## src/logic/sfr_space_pkg.sv

```systemverilog
/*
  Constants for the special-register window decoder: window bounds, region
  map, core register offsets, reset values and field masks.
  Assumes a 16-bit byte-addressed data space and 16-bit registers.
*/
package sfr_space_pkg;

  // ****************************************************************
  // Window and regions
  // ****************************************************************
  localparam logic [15:0] WINDOW_FIRST = 16'h0000;
  localparam logic [15:0] WINDOW_LAST  = 16'h07ff;
  localparam int          REGION_BYTES = 32;
  localparam int          REGION_COUNT = 64;
  // One bit per 32-byte region, bit n covers bytes n*32 .. n*32+31
  localparam logic [63:0] REGION_MAP   = 64'h0c06_0000_0fcf_177f;
  // Regions that hold core registers only; their holes never reach a group
  localparam logic [63:0] CORE_ONLY_MAP = 64'h0000_0000_0000_0003;

  // ****************************************************************
  // Core registers
  // ****************************************************************
  localparam int CORE_COUNT = 25;
  localparam int IDX_W      = 5;

  localparam logic [15:0] CORE_OFFSET [CORE_COUNT] = '{
    16'h0000, 16'h0002, 16'h0004, 16'h0006, 16'h000a, 16'h000c, 16'h000e,
    16'h0010, 16'h0012, 16'h0014, 16'h0016, 16'h0018, 16'h001a, 16'h001c,
    16'h001e, 16'h0020, 16'h002e, 16'h0030, 16'h0032, 16'h0034, 16'h0036,
    16'h0042, 16'h0044, 16'h0052, 16'h8000};

  // Set where the register has a defined reset value
  localparam logic [CORE_COUNT-1:0] CORE_HAS_RESET = 25'h16f_7cff;

  localparam logic [15:0] CORE_RESET [CORE_COUNT] = '{default: 16'h0000};

  // Implemented bits (read mask)
  localparam logic [15:0] CORE_RMASK [CORE_COUNT] = '{
    16'hffff, 16'hffff, 16'hffff, 16'hffff, 16'hffff, 16'hffff, 16'hffff,
    16'hffff, 16'hffff, 16'hffff, 16'hffff, 16'hffff, 16'hffff, 16'hffff,
    16'hffff, 16'hffff, 16'hffff, 16'h007f, 16'h00ff, 16'h00ff, 16'hffff,
    16'h01ff, 16'h000c, 16'h3fff, 16'hffff};

  // Software-writable bits; control word priority bit is set by hardware
  localparam logic [15:0] CORE_WMASK [CORE_COUNT] = '{
    16'hffff, 16'hffff, 16'hffff, 16'hffff, 16'hffff, 16'hffff, 16'hffff,
    16'hffff, 16'hffff, 16'hffff, 16'hffff, 16'hffff, 16'hffff, 16'hffff,
    16'hffff, 16'hffff, 16'hffff, 16'h007f, 16'h00ff, 16'h00ff, 16'hffff,
    16'h01ff, 16'h0004, 16'h3fff, 16'hffff};

  // Slots of registers the block uses itself
  localparam int SLOT_WORKING_REGISTER_0   = 0;
  localparam int SLOT_STATUS  = 21;
  localparam int SLOT_CONTROL = 22;

  // Control word fields
  localparam int CTRL_PSV_BIT  = 2;
  localparam int CTRL_IPL3_BIT = 3;

endpackage : sfr_space_pkg

```

## src/logic/sfr_space_decode_core_regs.sv

```systemverilog
/*
  Decoder for the special-register window and the core register file.
  Assumes the CPU data path on clk_sys issues one access per cycle, with
  byte addresses; peripheral groups answer reads combinationally.
*/
`timescale 1ns/1ps
`default_nettype none

// What this block does
// Byte addresses 0x0000 to 0x07ff are decoded as the special-register window.
// A read of a window address with no register behind it returns zero.
// The window is split into 32-byte regions, each marked implemented or empty.
// Core registers are served here and every other group is served by its own module.
// Empty regions hold nothing and implemented regions other than the core-only regions 0 and 1 go to the listed module groups.
// Registers with a printed zero reset clear on reset, undefined ones keep their value.
module sfr_space_decode_core_regs (
  // Clock and reset
  input  wire logic        clk_sys,
  input  wire logic        srst,
  // CPU data path
  input  wire logic        rd_en,
  input  wire logic        wr_en,
  input  wire logic        byte_mode,
  input  wire logic [15:0] addr,
  input  wire logic [15:0] wdata,
  output logic      [15:0] rdata,
  output logic             rd_valid,
  output logic             addr_error,
  // Hardware-owned status input
  input  wire logic        ipl3_in,
  // Peripheral groups
  output logic             periph_sel,
  output logic             periph_wr,
  output logic             periph_byte,
  output logic      [10:0] periph_addr,
  output logic      [5:0]  periph_region,
  output logic      [15:0] periph_wdata,
  input  wire logic [15:0] periph_rdata,
  // Core register view
  output logic             psv_enable,
  output logic      [15:0] working_reg0,
  output logic      [15:0] cpu_status
);

  // ****************************************************************
  // Decode helpers
  // ****************************************************************

  localparam int IDX_W_L = sfr_space_pkg::IDX_W;

  // Finds the core register slot at a word address
  function automatic logic [IDX_W_L:0] core_lookup(input logic [15:0] a);
    logic [IDX_W_L:0] res;
    res = '0;
    for (int i = 0; i < sfr_space_pkg::CORE_COUNT; i++) begin
      if ({a[15:1], 1'b0} == sfr_space_pkg::CORE_OFFSET[i]) begin
        res = {1'b1, i[IDX_W_L-1:0]};
      end
    end
    return res;
  endfunction : core_lookup

  // True for a region that belongs to a peripheral group; core-only
  // regions are kept away so their holes read zero instead of group data
  function automatic logic periph_region_hit(input logic [5:0] r);
    return sfr_space_pkg::REGION_MAP[r] && !sfr_space_pkg::CORE_ONLY_MAP[r];
  endfunction : periph_region_hit

  logic                 in_window;
  logic                 core_hit;
  logic [IDX_W_L-1:0]   core_idx;
  logic [5:0]           region;
  logic                 region_impl;
  logic                 misaligned;

  // Window, region and core decode for the current access
  always_comb begin
    in_window   = (addr >= sfr_space_pkg::WINDOW_FIRST) &&
                  (addr <= sfr_space_pkg::WINDOW_LAST);
    region      = addr[10:5];
    region_impl = in_window && sfr_space_pkg::REGION_MAP[region];
    {core_hit, core_idx} = core_lookup(addr);
    misaligned  = !byte_mode && addr[0];
  end

  // ****************************************************************
  // Peripheral routing
  // ****************************************************************

  // Core slots win over the region map so a group never shadows them
  always_comb begin
    periph_sel    = (rd_en || wr_en) && !core_hit && region_impl && periph_region_hit(region) &&
                    !misaligned;
    periph_wr     = wr_en && periph_sel;
    periph_byte   = byte_mode;
    periph_addr   = addr[10:0];
    periph_region = region;
    periph_wdata  = wdata;
  end

  // ****************************************************************
  // Core register file
  // ****************************************************************
  logic [15:0] core_reg      [sfr_space_pkg::CORE_COUNT];
  logic [15:0] next_core_reg [sfr_space_pkg::CORE_COUNT];
  logic [15:0] lane_mask;

  // Byte writes touch only the lane the address picks; misaligned words drop
  always_comb begin
    lane_mask = byte_mode ? (addr[0] ? 16'hff00 : 16'h00ff) : 16'hffff;
    for (int i = 0; i < sfr_space_pkg::CORE_COUNT; i++) begin
      next_core_reg[i] = core_reg[i];
      if (wr_en && core_hit && !misaligned && (core_idx == i[IDX_W_L-1:0])) begin
        next_core_reg[i] = (core_reg[i] & ~(lane_mask & sfr_space_pkg::CORE_WMASK[i])) |
                           ((byte_mode ? {wdata[7:0], wdata[7:0]} : wdata) &
                            lane_mask & sfr_space_pkg::CORE_WMASK[i]);
      end
    end
    // Priority bit 3 of the control word follows the interrupt logic
    next_core_reg[sfr_space_pkg::SLOT_CONTROL][sfr_space_pkg::CTRL_IPL3_BIT] = ipl3_in;
  end

  // Only registers with a defined reset value are cleared
  generate
    for (genvar g = 0; g < sfr_space_pkg::CORE_COUNT; g++) begin : g_core
      if (sfr_space_pkg::CORE_HAS_RESET[g]) begin : g_rst
        always_ff @(posedge clk_sys) begin
          if (srst) begin
            core_reg[g] <= sfr_space_pkg::CORE_RESET[g];
          end else begin
            core_reg[g] <= next_core_reg[g];
          end
        end
      end else begin : g_norst
        // Undefined at reset, so no reset term saves area
        always_ff @(posedge clk_sys) begin
          core_reg[g] <= next_core_reg[g];
        end
      end
    end
  endgenerate

  // ****************************************************************
  // Read path
  // ****************************************************************
  logic [15:0] next_rdata;
  logic        next_rd_valid;
  logic        next_addr_error;
  logic [15:0] word_val;

  // Selects the source word, then the byte lane for byte reads
  always_comb begin
    word_val = 16'h0000;
    if (core_hit) begin
      word_val = core_reg[core_idx] & sfr_space_pkg::CORE_RMASK[core_idx];
    end else if (region_impl && periph_region_hit(region)) begin
      word_val = periph_rdata;
    end
    next_rdata = 16'h0000;
    if (rd_en && !misaligned) begin
      next_rdata = byte_mode ? {8'h00, (addr[0] ? word_val[15:8] : word_val[7:0])} : word_val;
    end
    next_rd_valid   = rd_en;
    next_addr_error = (rd_en || wr_en) && misaligned;
  end

  // Read data lands one cycle after the request
  always_ff @(posedge clk_sys) begin
    if (srst) begin
      rdata      <= 16'h0000;
      rd_valid   <= 1'b0;
      addr_error <= 1'b0;
    end else begin
      rdata      <= next_rdata;
      rd_valid   <= next_rd_valid;
      addr_error <= next_addr_error;
    end
  end

  // Register view for the rest of the core
  always_comb begin
    psv_enable   = core_reg[sfr_space_pkg::SLOT_CONTROL][sfr_space_pkg::CTRL_PSV_BIT];
    working_reg0 = core_reg[sfr_space_pkg::SLOT_WORKING_REGISTER_0];
    cpu_status   = core_reg[sfr_space_pkg::SLOT_STATUS];
  end

  // ****************************************************************
  // Checks
  // ****************************************************************

  a_window_bound: assert property (@(posedge clk_sys) disable iff (srst)
    periph_sel |-> (addr[15:11] == 5'h00))
    else $error("peripheral select outside the register window");

  a_unmapped_zero: assert property (@(posedge clk_sys) disable iff (srst)
    (rd_en && !core_hit && !region_impl) |=> (rd_valid && rdata == 16'h0000))
    else $error("unmapped read did not return zero");

  a_region_map: assert property (@(posedge clk_sys) disable iff (srst)
    periph_sel |-> sfr_space_pkg::REGION_MAP[periph_region])
    else $error("peripheral selected in an empty region");

  a_group_route: assert property (@(posedge clk_sys) disable iff (srst)
    (wr_en && core_hit && !misaligned && !byte_mode && core_idx == 5'd0)
      |=> (!$past(periph_sel) && working_reg0 == $past(wdata)))
    else $error("core write not kept in the core register");

  a_empty_region: assert property (@(posedge clk_sys) disable iff (srst)
    (rd_en && in_window && !sfr_space_pkg::REGION_MAP[region] && !core_hit)
      |-> (!periph_sel ##1 rdata == 16'h0000))
    else $error("empty region produced data");

  a_reset_clear: assert property (@(posedge clk_sys)
    srst |=> (working_reg0 == 16'h0000 && cpu_status == 16'h0000 && !psv_enable))
    else $error("register not cleared by reset");

  a_periph_data: assert property (@(posedge clk_sys) disable iff (srst)
    (rd_en && periph_sel && !byte_mode) |=> (rdata == $past(periph_rdata)))
    else $error("peripheral read data not returned");

  // ****************************************************************
  // Checks on the window and the read answer
  // ****************************************************************

  // Anything past the window must never reach a group or return data, except the core slot at 0x8000
  a_outside_zero: assert property (@(posedge clk_sys) disable iff (srst)
    (rd_en && !in_window && !core_hit) |=> (rdata == 16'h0000))
    else $error("read outside the window returned data");

  a_no_sel_outside: assert property (@(posedge clk_sys) disable iff (srst)
    !in_window |-> !periph_sel)
    else $error("peripheral selected outside the window");

  // Every read gets exactly one answer, one cycle later
  a_read_pulse: assert property (@(posedge clk_sys) disable iff (srst)
    rd_en |=> rd_valid)
    else $error("read not answered");

  a_no_spurious_valid: assert property (@(posedge clk_sys) disable iff (srst)
    !rd_en |=> !rd_valid)
    else $error("answer without a read");

  // Idle cycles keep the read bus at zero so a stale word never leaks
  a_idle_rdata_zero: assert property (@(posedge clk_sys) disable iff (srst)
    !rd_en |=> (rdata == 16'h0000))
    else $error("read data not cleared on an idle cycle");

  a_byte_read_upper: assert property (@(posedge clk_sys) disable iff (srst)
    (rd_en && byte_mode) |=> (rdata[15:8] == 8'h00))
    else $error("byte read left the upper lane set");

  a_addr_error_pulse: assert property (@(posedge clk_sys) disable iff (srst)
    ((rd_en || wr_en) && misaligned) |=> (addr_error && rdata == 16'h0000))
    else $error("misaligned word access not flagged");

  // ****************************************************************
  // Checks on regions and routing
  // ****************************************************************

  // Holes between core registers in the core-only regions 0 and 1 belong to no group and read zero
  a_core_only_hole: assert property (@(posedge clk_sys) disable iff (srst)
    (rd_en && in_window && sfr_space_pkg::CORE_ONLY_MAP[region] && !core_hit) |=> (rdata == 16'h0000))
    else $error("hole in a core region returned data");

  a_region_field: assert property (@(posedge clk_sys) disable iff (srst)
    periph_sel |-> (periph_region == addr[10:5]))
    else $error("region number does not follow the address");

  a_core_no_periph: assert property (@(posedge clk_sys) disable iff (srst)
    core_hit |-> !periph_sel)
    else $error("core register access leaked to a group");

  a_periph_wr_only: assert property (@(posedge clk_sys) disable iff (srst)
    periph_wr |-> (wr_en && periph_sel))
    else $error("group write without a selected write");

  a_impl_region_sel: assert property (@(posedge clk_sys) disable iff (srst)
    (rd_en && in_window && periph_region_hit(region) && !core_hit && !misaligned) |-> periph_sel)
    else $error("implemented group region not selected");

  a_empty_no_sel: assert property (@(posedge clk_sys) disable iff (srst)
    !sfr_space_pkg::REGION_MAP[region] |-> !periph_sel)
    else $error("group selected in an empty region");

  // ****************************************************************
  // Checks on the core register file
  // ****************************************************************

  // A full-word status write keeps only the implemented bits
  a_status_write: assert property (@(posedge clk_sys) disable iff (srst)
    (wr_en && !byte_mode && addr == sfr_space_pkg::CORE_OFFSET[sfr_space_pkg::SLOT_STATUS])
      |=> (cpu_status == ($past(wdata) & sfr_space_pkg::CORE_WMASK[sfr_space_pkg::SLOT_STATUS])))
    else $error("status write not kept");

  a_status_upper: assert property (@(posedge clk_sys) disable iff (srst)
    cpu_status[15:9] == 7'h00)
    else $error("unimplemented status bits set");

  // Byte write to the low lane must leave the high lane alone
  a_byte_lane_keep: assert property (@(posedge clk_sys) disable iff (srst)
    (wr_en && byte_mode && addr == sfr_space_pkg::CORE_OFFSET[sfr_space_pkg::SLOT_WORKING_REGISTER_0])
      |=> (working_reg0[15:8] == $past(working_reg0[15:8])))
    else $error("byte write disturbed the other lane");

  // A misaligned word write must not land anywhere
  a_misaligned_drop: assert property (@(posedge clk_sys) disable iff (srst)
    (wr_en && !byte_mode && addr[15:1] == 15'h0000 && addr[0]) |=> $stable(working_reg0))
    else $error("misaligned write changed a register");

  a_control_ipl3: assert property (@(posedge clk_sys) disable iff (srst)
    1'b1 |=> (core_reg[sfr_space_pkg::SLOT_CONTROL][sfr_space_pkg::CTRL_IPL3_BIT] == $past(ipl3_in)))
    else $error("priority bit does not follow the interrupt logic");

  // ****************************************************************
  // Checks on reset
  // ****************************************************************

  a_reset_outputs: assert property (@(posedge clk_sys)
    srst |=> (!rd_valid && !addr_error && rdata == 16'h0000))
    else $error("answer outputs not cleared by reset");

  // Each register with a printed reset value holds it after reset
  generate
    for (genvar g = 0; g < sfr_space_pkg::CORE_COUNT; g++) begin : g_rst_chk
      if (sfr_space_pkg::CORE_HAS_RESET[g]) begin : g_on
        a_slot_reset: assert property (@(posedge clk_sys)
          srst |=> (core_reg[g] == sfr_space_pkg::CORE_RESET[g]))
          else $error("core register not at its reset value");
      end
    end
  endgenerate

endmodule : sfr_space_decode_core_regs

`default_nettype wire

```

## config.mk

```make
export PLATFORM = sky130hd
export DESIGN_NAME = sfr_space_decode_core_regs
export DESIGN_NICKNAME = d
export VERILOG_FILES = /design/src/logic/sfr_space_pkg.sv /design/src/logic/sfr_space_decode_core_regs.sv
export SDC_FILE = /design/constraint.sdc
export NUM_CORES = 1
export LEC_CHECK = 0
export BUFFER_PORTS_ARGS = -buffer_cell sky130_fd_sc_hd__clkbuf_2
export CAP_MARGIN = 30
export CORE_MARGIN = 4
export CORE_UTILIZATION = 24
export DETAILED_ROUTE_END_ITERATION = 6
export HOLD_SLACK_MARGIN = 0.08
export SYNTH_ARGS = -nofsm -noshare
export SYNTH_HDL_FRONTEND = slang
export SYNTH_SLANG_ARGS = --single-unit
```

## constraint.sdc

```tcl
create_clock -name clk_sys -period 3.2 [get_ports clk_sys]
set_input_delay 0.16 -clock clk_sys [delete_from_list [all_inputs] [get_ports clk_sys]]
set_output_delay 0.16 -clock clk_sys [all_outputs]
set_load 0.005 [all_outputs]
```

# Word-level counts from Yosys, hierarchy flattened
# Memories as Yosys holds them, arrays and structs flattened.
# Cells that the tools add are included.
[word_totals]
regBits = 18
mem_bits_rw = 400
romBits = 640
output_inout_bits = 87
memories = 4
[classes]
magnitude_cmp = 4
eq_ne = 48
muxes = 84
bitwise = 80
reduce_logical = 48
[memory_table]
columns = ["memory", "words", "word_bits", "read_ports", "rd_ports_with_merged_regs", "wr", "line_no", "source"]
rows = [
  ["(name not given)", 32, 16, 1, 0, 0, "sfr_space_decode_core_regs.sv:155", "word_val = core_reg[core_idx] & sfr_space_pkg::CORE_RMASK[core_idx];"],
  ["core_reg", 25, 16, 26, 0, 25, "sfr_space_decode_core_regs.sv:104", "logic [15:0] core_reg [sfr_space_pkg::CORE_COUNT];"],
  ["(name not given)", 64, 1, 1, 0, 0, "sfr_space_decode_core_regs.sv:66", "return sfr_space_pkg::REGION_MAP[r] && !sfr_space_pkg::CORE_ONLY_MAP[r];"],
  ["(name not given)", 64, 1, 1, 0, 0, "sfr_space_decode_core_regs.sv:66", ""],
]
[op_table]
columns = ["op", "count"]
rows = [
  ["16-bit 2-to-1 mux", 52],
  ["16-bit bitwise AND", 27],
  ["16-bit OR", 19],
  ["6-bit 2-to-1 mux", 25],
  ["15-bit by 4-bit == test with 1-bit output (second input constant)", 8],
  ["15-bit by 5-bit == test with 1-bit output (second input constant)", 6],
  ["15-bit by 3-bit == test with 1-bit output (second input constant)", 3],
  ["15-bit by 6-bit == test with 1-bit output (second input constant)", 3],
  ["5-bit == test (second input constant)", 9],
  ["5-bit by 4-bit == test with 1-bit output (second input constant)", 8],
  ["1-bit logical AND", 39],
  ["16-bit by 8-bit OR with 16-bit output", 2],
  ["15-bit by 2-bit == test with 1-bit output (second input constant)", 2],
  ["5-bit by 3-bit == test with 1-bit output (second input constant)", 4],
  ["1-bit OR", 20],
  ["16-bit by 1-bit >= comparator with 1-bit output (second input constant)", 1],
  ["16-bit by 11-bit <= comparator with 1-bit output (second input constant)", 1],
  ["8-bit 2-to-1 mux", 2],
  ["14-bit NOT with 16-bit output", 1],
  ["16-bit NOT", 1],
  ["3-bit NOT with 16-bit output", 1],
  ["7-bit NOT with 16-bit output", 1],
  ["8-bit NOT with 16-bit output", 1],
  ["9-bit NOT with 16-bit output", 1],
  ["19 further kinds", 27],
]

# Logic depth before layout (Yosys ltp)
# Gate-level depths: netlist of run 1.
[logic_depth]
depth_word = 34
ltp_mapped = 19

# Worst setup path after synthesis of run 1
# OpenSTA, ideal clock, no wires.
[synth_path]
path_kind = "in2reg"
start = "input port addr[6]"
end = "register with a tool-made name"
setup_time_ns = 0.086
t_arrival_ns = 3.355
required_time_ns = 3.114
slack_ns = -0.241
cell_stages = 18
path_cell_list = "inv_1 -> ha_1 -> buf_2 -> mux2_2 -> and3_1 -> o21ai_0 -> a31oi_4 -> inv_2 -> buf_6 -> buf_6 -> buf_2 -> ha_1 -> clkbuf_1 -> nand3_1 -> nor2_1 -> clkbuf_1 -> nor2_1 -> a211oi_1"
[synth_rtl]
columns = ["item", "line_no", "source"]
rows = [
  ["from (decl)", "sfr_space_decode_core_regs.sv:24", "input wire logic [15:0] addr,"],
]

# Worst setup path in the final report of run 1
[layout_path]
start = "input port addr[14]"
end = "register rdata[1]"
[layout_via]
elab_chain_cells = 33
[layout_rtl]
columns = ["item", "line_no", "source"]
rows = [
  ["15-bit by 1-bit == test with 1-bit output", "sfr_space_decode_core_regs.sv:56", "if ({a[15:1], 1'b0} == sfr_space_pkg::CORE_OFFSET[i]) begin"],
  ["6-bit 2-to-1 mux (24 in a row)", "sfr_space_decode_core_regs.sv:56", ""],
  ["5-bit NOT with 6-bit output (implied by the code)", "sfr_space_decode_core_regs.sv:155", ""],
  ["memory 32 x 16 bit", "n/a", ""],
  ["16-bit 2-to-1 mux (implied by the code) (2 in a row)", "sfr_space_decode_core_regs.sv:155", ""],
  ["16-bit bitwise AND", "sfr_space_decode_core_regs.sv:155", ""],
  ["16-bit 2-to-1 mux *", "sfr_space_decode_core_regs.sv:154", "if (core_hit) begin"],
  ["8-bit 2-to-1 mux", "sfr_space_decode_core_regs.sv:161", "next_rdata = byte_mode ? {8'h00, (addr[0] ? word_val[15:8] : word_val[7:0])} : word_val;"],
  ["8-bit 2-to-1 mux *", "sfr_space_decode_core_regs.sv:161", ""],
  ["to (signal assigned)", "sfr_space_decode_core_regs.sv:174", "rdata <= next_rdata;"],
  ["to (decl)", "sfr_space_decode_core_regs.sv:26", "output logic [15:0] rdata,"],
]
# Mark *: on every way between the ends. The rest lies on a longest branch, timed or not. The select of a mux whose other input is x is not followed.
# A chain may end at the register's enable or synchronous reset.

==> results of run 1 <==
## how the worst max path moves through the flow
stage / to / slack, ps / depth (start not counted)
floorplan: rdata[2] / 9 / 17
global placement: rdata[1] / -270 / 13
detailed placement: rdata[3] / -320 / 17
CTS: rdata[3] / 250 / 17
global route: rdata[2] / 30 / 15
finish: rdata[1] / 220 / 13
## metal layers
metal  vias to the layer above  part of all wire
li1                       7766                 -
met1                      7948              0.45
met2                       871              0.42
met3                       138             0.097
met4                         4             0.035
met5                         -           0.00095
## cells by family (layout without fill, tap and decap cells)
family	count (synthesis)	after routing	share of synthesized area
simple gates	845	845	0.207
compound gates	504	504	0.185
flops	370	370	0.466
buf+inv	210	493	0.0597
mux	130	130	0.0759
fa+ha+maj	9	9	0.00640
other cells	1	7	0.000213
## power groups by stage
stage	clock network [mW]	registers [mW]	logic, mW
6_report	4.57	4.77	0.487
5_1_grt	4.81	4.76	0.519
4_1_cts	4.62	4.77	0.484
3_5_place_dp	0	4.87	0.478
3_3_place_gp	0	4.87	0.479
2_1_floorplan	0	4.87	0.247
## worst max-delay path: stages
cell and delay [ps]:
clkbuf_2 100, nor4_1 510, nand2_1 290, buf_4 250, nor3_2 230, a21oi_1 130
nor2_1 550, buf_4 300, a31oi_1 150, a31oi_1 220, buf_4 170, o31a_1 240
a31oi_1 70
## repair_timing
action	in CTS	in global routing
hold buffers	6	0
endpoints found under the hold margin	26	0
setup buffers	0	0
resized for setup	0	1
endpoints found under the setup margin	0	1
## layout make-up
cell class / instances / area, µm²
timing repair buffer: 405 / 3110
inverter: 18 / 70.1
sequential: 370 / 8190
clock inverter: 7 / 41.3
tap: 950 / 1190
clock buffer: 63 / 1220
multi-input combinational: 1495 / 8400
fill: 7637 / 49900
## per-stage QoR
stage	cell area [µm²]	std cells	setup slack [ps]	setup TNS, ps	total power [mW]
finish	22200	3308	219	0	9.82
global route	22200	3308	32.2	0	10.1
CTS	22200	3308	254	0	9.88
detailed placement	20900	3232	-321	-3870	5.35
global placement	20900	3232	-268	-6900	5.35
floorplan	17600	2075	8.54	0	5.12
## cells in the final DEF (no fill, tap or decap), drive strengths merged, types with 17 or more instances in the layout
cell	instances
a211oi	84
a21oi	229
a221oi	26
buf	266
clkbuf	196
dfxtp	292
edfxtp	78
inv	20
mux2	17
mux2i	112
nand2	492
nand3	61
nor2	186
nor3	18
o21ai	41
==> impl_metrics.ini, run 1 <==
[worst_setup_path]
required_ps = 3590
rr_worst_depth = 5
crit_path_end_kind = register
arrival_ps = 3370
worst_setup_path_start_kind = primary input
rrSetupSlack_ps = 1340
criticalPathCategory = in -> reg
rr_endpoint = rdata[0]
critPathMaxFanout = 6
startpoint = addr[14]

[clock_tree]
cts_max_level = 2
cts.sinks = 370
numCtsBuffers = 40
cts_buffer_depth = 3
root_buffer = clkbuf_16
clk_pin_slew_ps = 60
cts_tree = yes
clkLatencyLatePin_ps = 560

[layout]
layout.nets = 2393
drive_gt1_frac = 0.226
n_antenna_cell = 0
area_delta_synth_final_pct = 26.3
final_core_util = 0.308

[yosys]
yosysTopAreaCell = dfxtp_1
synth_seq_area_share = 0.466
synth.most_common_cell = nand2_1
synth_commonest_cells = nand2_1 (490), dfxtp_1 (292), a21oi_1 (228)
yosys-top-cells-area = dfxtp_1 (33%), edfxtp_1 (13%), nand2_1 (10%)
syn_inst = 2069
synth_edf_count = 78
synth-seq-cells = 370
yosysWarnings = 0
synth.top_cell.area_share = 0.332
synth_area_um2 = 17600
async_flop_share = 0
yosys_most_used_dff = dfxtp_1
synthDistinctLibCells = 91
avgSynthCellArea_um2 = 8.50

[floorplan]
die_area_um2 = 77700
dieWidth_um = 279
initial_core_util = 0.244
rows = 98
coreArea_um2 = 72100
ios = 141
die_h_um = 279

[placed_design]
gp_congestion = 0.971
port_buffers = 133
hpwl_mm = 52.8

[sta]
worst_slew_pin_slew_ps = 1350
finalHoldViolCount = 0
rsz0062_at_grt = false
post-route-min-period_ps = 2980
final.setup_skew_ps = 12.8
post-route-period-util = 0.931
max-slew-margin-rel = 0.0989
drv_slew = 0
setup_viol = 0
holdWs_ps = 101
clock.fmax_ghz = 0.335

[grt]
grt-busiest-layer = met1
track_usage = 0.179
grt_pass1_vias = 15900
use_met3 = 0.0374
grt_start_max_net_pins = 218
use_met1 = 0.261
overflow = 0
use_met2 = 0.261
grt_pass1_wl_mm = 106
grt_antenna_before_repair = 2

[flow_run]
max-cap-violations = 0

[drt]
antenna_left = 0
vias_per_cell = 5.06
drt-total-wl_mm = 72.3
drtIter0Drc = 1848
drc = 6
first_pass_iters = 7
vias = 16700
route.detailed.wl_per_inst_um = 21.9

[run_status]
status = finished with violations
failed_checks = design-rule violations

[pwr]
worst_ir_drop_vdd_uv = 268
power_density_nw_per_um2 = 442
switching_share = 0.235
power_frac_comb = 0.050
power.switching_mw = 2.31
p_clk_frac = 0.465
p_seq_frac = 0.485
power_leakage_nw = 8.03
intPower_mw = 7.51

[hold_path]
hold_path_class = in -> reg
min_path_cells = 4
min_to = rdata[9]
holdCritStartpoint = periph_rdata[9]
No activity file was read; power rests on OpenSTA's default activity.
==> inputs of run 2 (changes only) <==
--- a/config.mk
+++ b/config.mk
@@ -7,9 +7,11 @@
 export LEC_CHECK = 0
 export BUFFER_PORTS_ARGS = -buffer_cell sky130_fd_sc_hd__clkbuf_2
 export CAP_MARGIN = 30
+export CORE_ASPECT_RATIO = 1.2
 export CORE_MARGIN = 4
 export CORE_UTILIZATION = 24
 export DETAILED_ROUTE_END_ITERATION = 6
+export GPL_TIMING_DRIVEN = 0
 export HOLD_SLACK_MARGIN = 0.08
 export SYNTH_ARGS = -nofsm -noshare
 export SYNTH_HDL_FRONTEND = slang
==> run 2 against run 1 <==
Largest cell class unchanged. The flow finishes with violations (negative setup slack). Non-clock buffer count shrank 43. Critical endpoint unchanged. First-iteration DRC count is 27% higher. Routed wire length grew 17%.
==> impl_metrics.ini, run 2 (synthesis results as in run 1) <==
[run_status]
status = finished with violations
failed_checks = negative setup slack

[worst_setup_path]
cp_num_buf_inv = 4
rr_endpoint = rdata[4]
rr_worst_depth = 5
crit_path_top_delay_cell = a31oi_1
crit_end = rdata[1]
crit_chain = buf_4 -> inv_4 -> ha_4 -> or3b_1 -> buf_4 -> nor3_4 -> a21oi_2 -> nor2_1 -> buf_2 -> a31oi_1 -> a31oi_1 -> o31a_1 -> a31oi_2
crit_path_end_kind = register
arrival_ps = 3600
worstSetupPathDepth = 13
required_ps = 3570
startpoint = addr[6]
worst_setup_path_start_kind = primary input
max_stage_delay_ps = 510
cp_top_family = compound AO/OA/AOI/OAI gates
rrSetupSlack_ps = 1130
criticalPathCategory = in -> reg
critPathMaxFanout = 10

[sta]
max-slew-margin-rel = 0.288
post-route-min-period_ps = 3230
drv_slew = 0
fin_setup_tns_ps = -50.8
fin_ws_ps = -30.1
clock.fmax_ghz = 0.310
setup_viol = 3
post-route-period-util = 1.01
final.setup_skew_ps = 28.1
worst_slew_pin_slew_ps = 1070
finalHoldViolCount = 0

[floorplan]
die_area_um2 = 77700
die_h_um = 305
ios = 141
coreArea_um2 = 72400
initial_core_util = 0.243
dieWidth_um = 255
rows = 108

[drt]
dr.max_layer_used = met5
drc = 0
antenna_left = 0
route.met3.wl_mm = 9.62
wl_met2_mm = 36.2
vias = 17700
drt-total-wl_mm = 84.3
drtIter0Drc = 2351
met1_length_mm = 31.7
vias_per_cell = 5.43
first_pass_iters = 6
route.detailed.wl_per_inst_um = 25.9

[clock_tree]
clk_pin_slew_ps = 60
clkLatencyLatePin_ps = 570
cts_buffer_depth = 3
cts_max_level = 2
numCtsBuffers = 38
cts_tree = yes
cts.sinks = 370
root_buffer = clkbuf_16

[grt]
grt_pass1_wl_mm = 118
grt_pass1_vias = 16300
track_usage = 0.207
grt_antenna_before_repair = 4
grt_start_max_net_pins = 16
overflow = 0

[layout]
final_core_util = 0.302
layout_common_cells = nand2_1 (481), dfxtp_1 (292), a21oi_1 (222)
final_common_cell = nand2_1
n_antenna_cell = 0
drive_gt1_frac = 0.213
area_delta_synth_final_pct = 24.3
layout.nets = 2348
fillers = 7698

[placed_design]
hpwl_mm = 60.6
port_buffers = 128
gp_congestion = 1.01

[pwr]
power.switching_mw = 2.46
power_leakage_nw = 7.60
power_density_nw_per_um2 = 459
p_clk_frac = 0.467
intPower_mw = 7.57
worst_ir_drop_vdd_uv = 285
p_seq_frac = 0.475
switching_share = 0.246
power_frac_comb = 0.058

[flow_run]
max-cap-violations = 0

[hold_path]
hold_path_class = in -> reg
run 2: cell count changes in the layout (fill, tap and decap cells not counted), moves of 6 or more:
cell,delta
buf_6,+10
buf_12,-26
nor2_4,+18
buf_2,+21
a211oi_1,-6
nand2_1,-9
buf_4,-137
clkbuf_8,-9
clkbuf_1,+66
nor2_1,-15
nand2_2,+7
clkinv_2,+6
run 2: per-stage QoR:
| step | instances | hold WS [ps] | cell area, µm² | setup WS [ps] | total power [mW] |
|---|---|---|---|---|---|
| 2_1_floorplan | 2075 | 259 | 17600 | 8.54 | 5.12 |
| 3_3_place_gp | 3138 | 436 | 19400 | -2160 | 5.40 |
| 3_5_place_dp | 3143 | 443 | 19500 | -1980 | 5.40 |
| 4_1_cts | 3232 | 102 | 21500 | -18.1 | 9.99 |
| 5_1_grt | 3250 | 111 | 21900 | -13.7 | 10.2 |
| 6_report | 3250 | 81.5 | 21900 | -30.1 | 10.0 |
run 2: power groups by stage:
stage	clock network, mW	registers [mW]	logic, mW
final	4.69	4.76	0.582
after global routing	4.87	4.76	0.601
after CTS	4.67	4.76	0.552
after detailed placement	0	4.87	0.530
after global placement	0	4.87	0.530
after floorplan	0	4.87	0.247
run 2: worst min-delay path by stage:
stage	start	endpoint	slack (ps)	depth (start not counted)
floorplan	wdata[1]	register	260	0
global placement	register	register	440	2
detailed placement	register	register	440	2
CTS	periph_rdata[12]	rdata[12]	100	3
global route	wdata[6]	register	110	1
finish	wdata[6]	register	80	1
run 2: area by class of cell:
type / count / area (µm²) / share of cell area
buffer: 187 / 1130 / 0.0516
clock buffer: 46 / 1030 / 0.0473
clock inverter: 24 / 246 / 0.0113
inverter: 18 / 77.6 / 0.00355
multi-input combinational: 1495 / 8960 / 0.410
sequential: 370 / 8190 / 0.374
tap: 935 / 1170 / 0.0535
timing repair buffer: 175 / 1060 / 0.0485
run 2: routing by layer:
metal  up-vias  global-route usage
met1      8303               0.261
li1       7683                   -
met5         -                   0
met4         2               0.133
met3       366              0.0482
met2      1300               0.316
run 2: repair_timing:
item                                   4_1_cts  5_1_grt
pin swaps                                   10       14
hold buffers                                 7        0
setup buffers                               13       19
setup endpoints to repair                  369      276
resized for setup                          132       61
endpoints found under the hold margin       17        0
==> inputs of run 3 (changes only) <==
==> constraint.sdc (replaced) <==
create_clock -name clk_sys -period 3.2 [get_ports clk_sys]
set_input_delay 0.32 -clock clk_sys [delete_from_list [all_inputs] [get_ports clk_sys]]
set_output_delay 0.32 -clock clk_sys [all_outputs]
set_load 0.005 [all_outputs]
==> run 3 against run 2 <==
The flow still finishes with violations (negative setup slack). Cell count about the same. Power increased by 2.0%. Global-route usage decreased by 0.63 points. Combinational power decreased by 4.0%. Sequential share of layout area decreased by 0.29 points. Via count decreased by 0.83%. Design area increased by 0.78%. Critical path depth decreased by 2. Count of clock-buffer cells in the layout increased by 9. Sequential cell count unchanged. Utilization increased by 0.24 points. Largest cell class unchanged.
==> impl_metrics.ini, run 3 (synthesis results as in run 1) <==
[drt]
vias_per_cell = 5.39
drc = 0
drt-total-wl_mm = 82.0
drtIter0Drc = 2413
vias = 17500
route.detailed.wl_per_inst_um = 25.2
antenna_left = 0
first_pass_iters = 6

[clock_tree]
cts_max_level = 2
numCtsBuffers = 38
clk_pin_slew_ps = 70
cts.sinks = 370
cts_buffer_depth = 3
cts_tree = yes
root_buffer = clkbuf_16
clkLatencyLatePin_ps = 560

[worst_setup_path]
critPathMaxFanout = 10
crit_path_end_kind = register
crit_chain = buf_2 -> nor2_1 -> o2111ai_1 -> and2_1 -> a21oi_2 -> clkbuf_1 -> a22oi_1 -> o2bb2ai_1 -> o22ai_1 -> o2bb2ai_1 -> a22oi_1
max_stage_delay_ps = 640
startpoint = addr[8]
rrSetupSlack_ps = 1030
rr_endpoint = rdata[6]
worst_setup_path_start_kind = primary input
cp_num_buf_inv = 2
cp_top_family = compound AO/OA/AOI/OAI gates
arrival_ps = 3790
crit_path_top_delay_cell = clkbuf_1
criticalPathCategory = in -> reg
rr_worst_depth = 6
required_ps = 3650

[layout]
area_delta_synth_final_pct = 25.3
seqCellArea_um2 = 8190
final_common_cell = nand2_1
final_core_util = 0.304
fillers = 7695
layout.nets = 2348
final_cell_count_no_fill = 3251
layout_common_cells = nand2_1 (481), dfxtp_1 (292), a21oi_1 (220)
drive_gt1_frac = 0.216
multiInputGateArea_um2 = 8980

[sta]
rsz0062_at_grt = true
fin_setup_tns_ps = -291
fin_ws_ps = -135
setup_viol = 3
final.setup_skew_ps = 21.9
post-route-min-period_ps = 3340
worst_slew_pin_slew_ps = 1090
finalHoldViolCount = 0
drv_slew = 0
max-slew-margin-rel = 0.271
post-route-period-util = 1.04
clock.fmax_ghz = 0.300

[placed_design]
port_buffers = 128
hpwl_mm = 58.7
dp_cells = 3146
gp_congestion = 1.01

[grt]
track_usage = 0.200
grt_start_max_net_pins = 16
grt_pass1_wl_mm = 114
grt_antenna_before_repair = 1
overflow = 0
grt_pass1_vias = 16100

[pwr]
power_leakage_nw = 7.65
worst_ir_drop_vdd_uv = 289
power_density_nw_per_um2 = 465

[hold_path]
holdCritStartpoint = periph_rdata[15]
min_to = rdata[15]
hold_path_class = in -> reg
min_path_cells = 3

[floorplan]
coreArea_um2 = 72400
dieWidth_um = 255
rows = 108
initial_core_util = 0.243
die_area_um2 = 77700
ios = 141
die_h_um = 305

[run_status]
status = finished with violations
failed_checks = negative setup slack

[flow_run]
max-cap-violations = 0
==> run 3: area by class of cell <==
class | instances | share of cell area
Clock inverter | 15 | 0.00988
Timing Repair Buffer | 173 | 0.0470
Sequential cell | 370 | 0.372
Tap cell | 935 | 0.0531
Inverter | 18 | 0.00375
Clock buffer | 55 | 0.0517
Multi-Input combinational cell | 1495 | 0.408
Buffer | 189 | 0.0555
Antenna cell | 1 | 0.000114
==> run 3: worst max-delay path by stage <==
stage                to  slack (ps)  cells after the start
2_1_floorplan  register          -8                     17
3_3_place_gp   rdata[6]       -2530                     15
3_5_place_dp   rdata[6]       -2060                     16
4_1_cts        register         -10                     16
5_1_grt        rdata[6]         -90                     12
6_report       rdata[0]        -140                     11
==> run 3: power breakdown <==
group / internal (mW) / switching, mW / total [mW]
combinational: 0.150 / 0.409 / 0.559
clock: 2.90 / 2.02 / 4.92
sequential: 4.76 / 0.000825 / 4.76
total: 7.81 / 2.43 / 10.2
==> run 3: through the flow <==
| stage | total power [mW] | worst slack, ps | hold slack [ps] | instance area [µm²] |
|---|---|---|---|---|
| after floorplan | 5.12 | -7.59 | 419 | 17700 |
| after global placement | 5.38 | -2530 | 437 | 19500 |
| after detailed placement | 5.38 | -2060 | 443 | 19600 |
| after CTS | 10.2 | -10.5 | 89.2 | 21700 |
| after global routing | 10.4 | -89.7 | 109 | 22000 |
| final | 10.2 | -135 | 104 | 22000 |
==> run 3: timing repair <==
action                                  4_1_cts  5_1_grt
hold buffers                                  2        0
gates resized for setup                     141       61
endpoints found under the hold margin         3        0
pin swaps                                    17        9
endpoints found under the setup margin      369      254
setup buffers                                20       15
==> run 3: routing by layer <==
metal / track usage / share of wire / wire (µm)
met5: 0 / 0.00027 / 22
met4: 0.150 / 0.091 / 7470
met3: 0.0445 / 0.10 / 8520
met1: 0.246 / 0.37 / 30600
met2: 0.305 / 0.43 / 35400
==> run 3: worst register-to-register path, cell delays in order, from the launching register on <==
cell	delay, ps
dfxtp_1	350
mux2_2	290
o21ai_0	370
a21oi_1	160
o41ai_2	430
buf_2	260
a2bb2oi_1	120
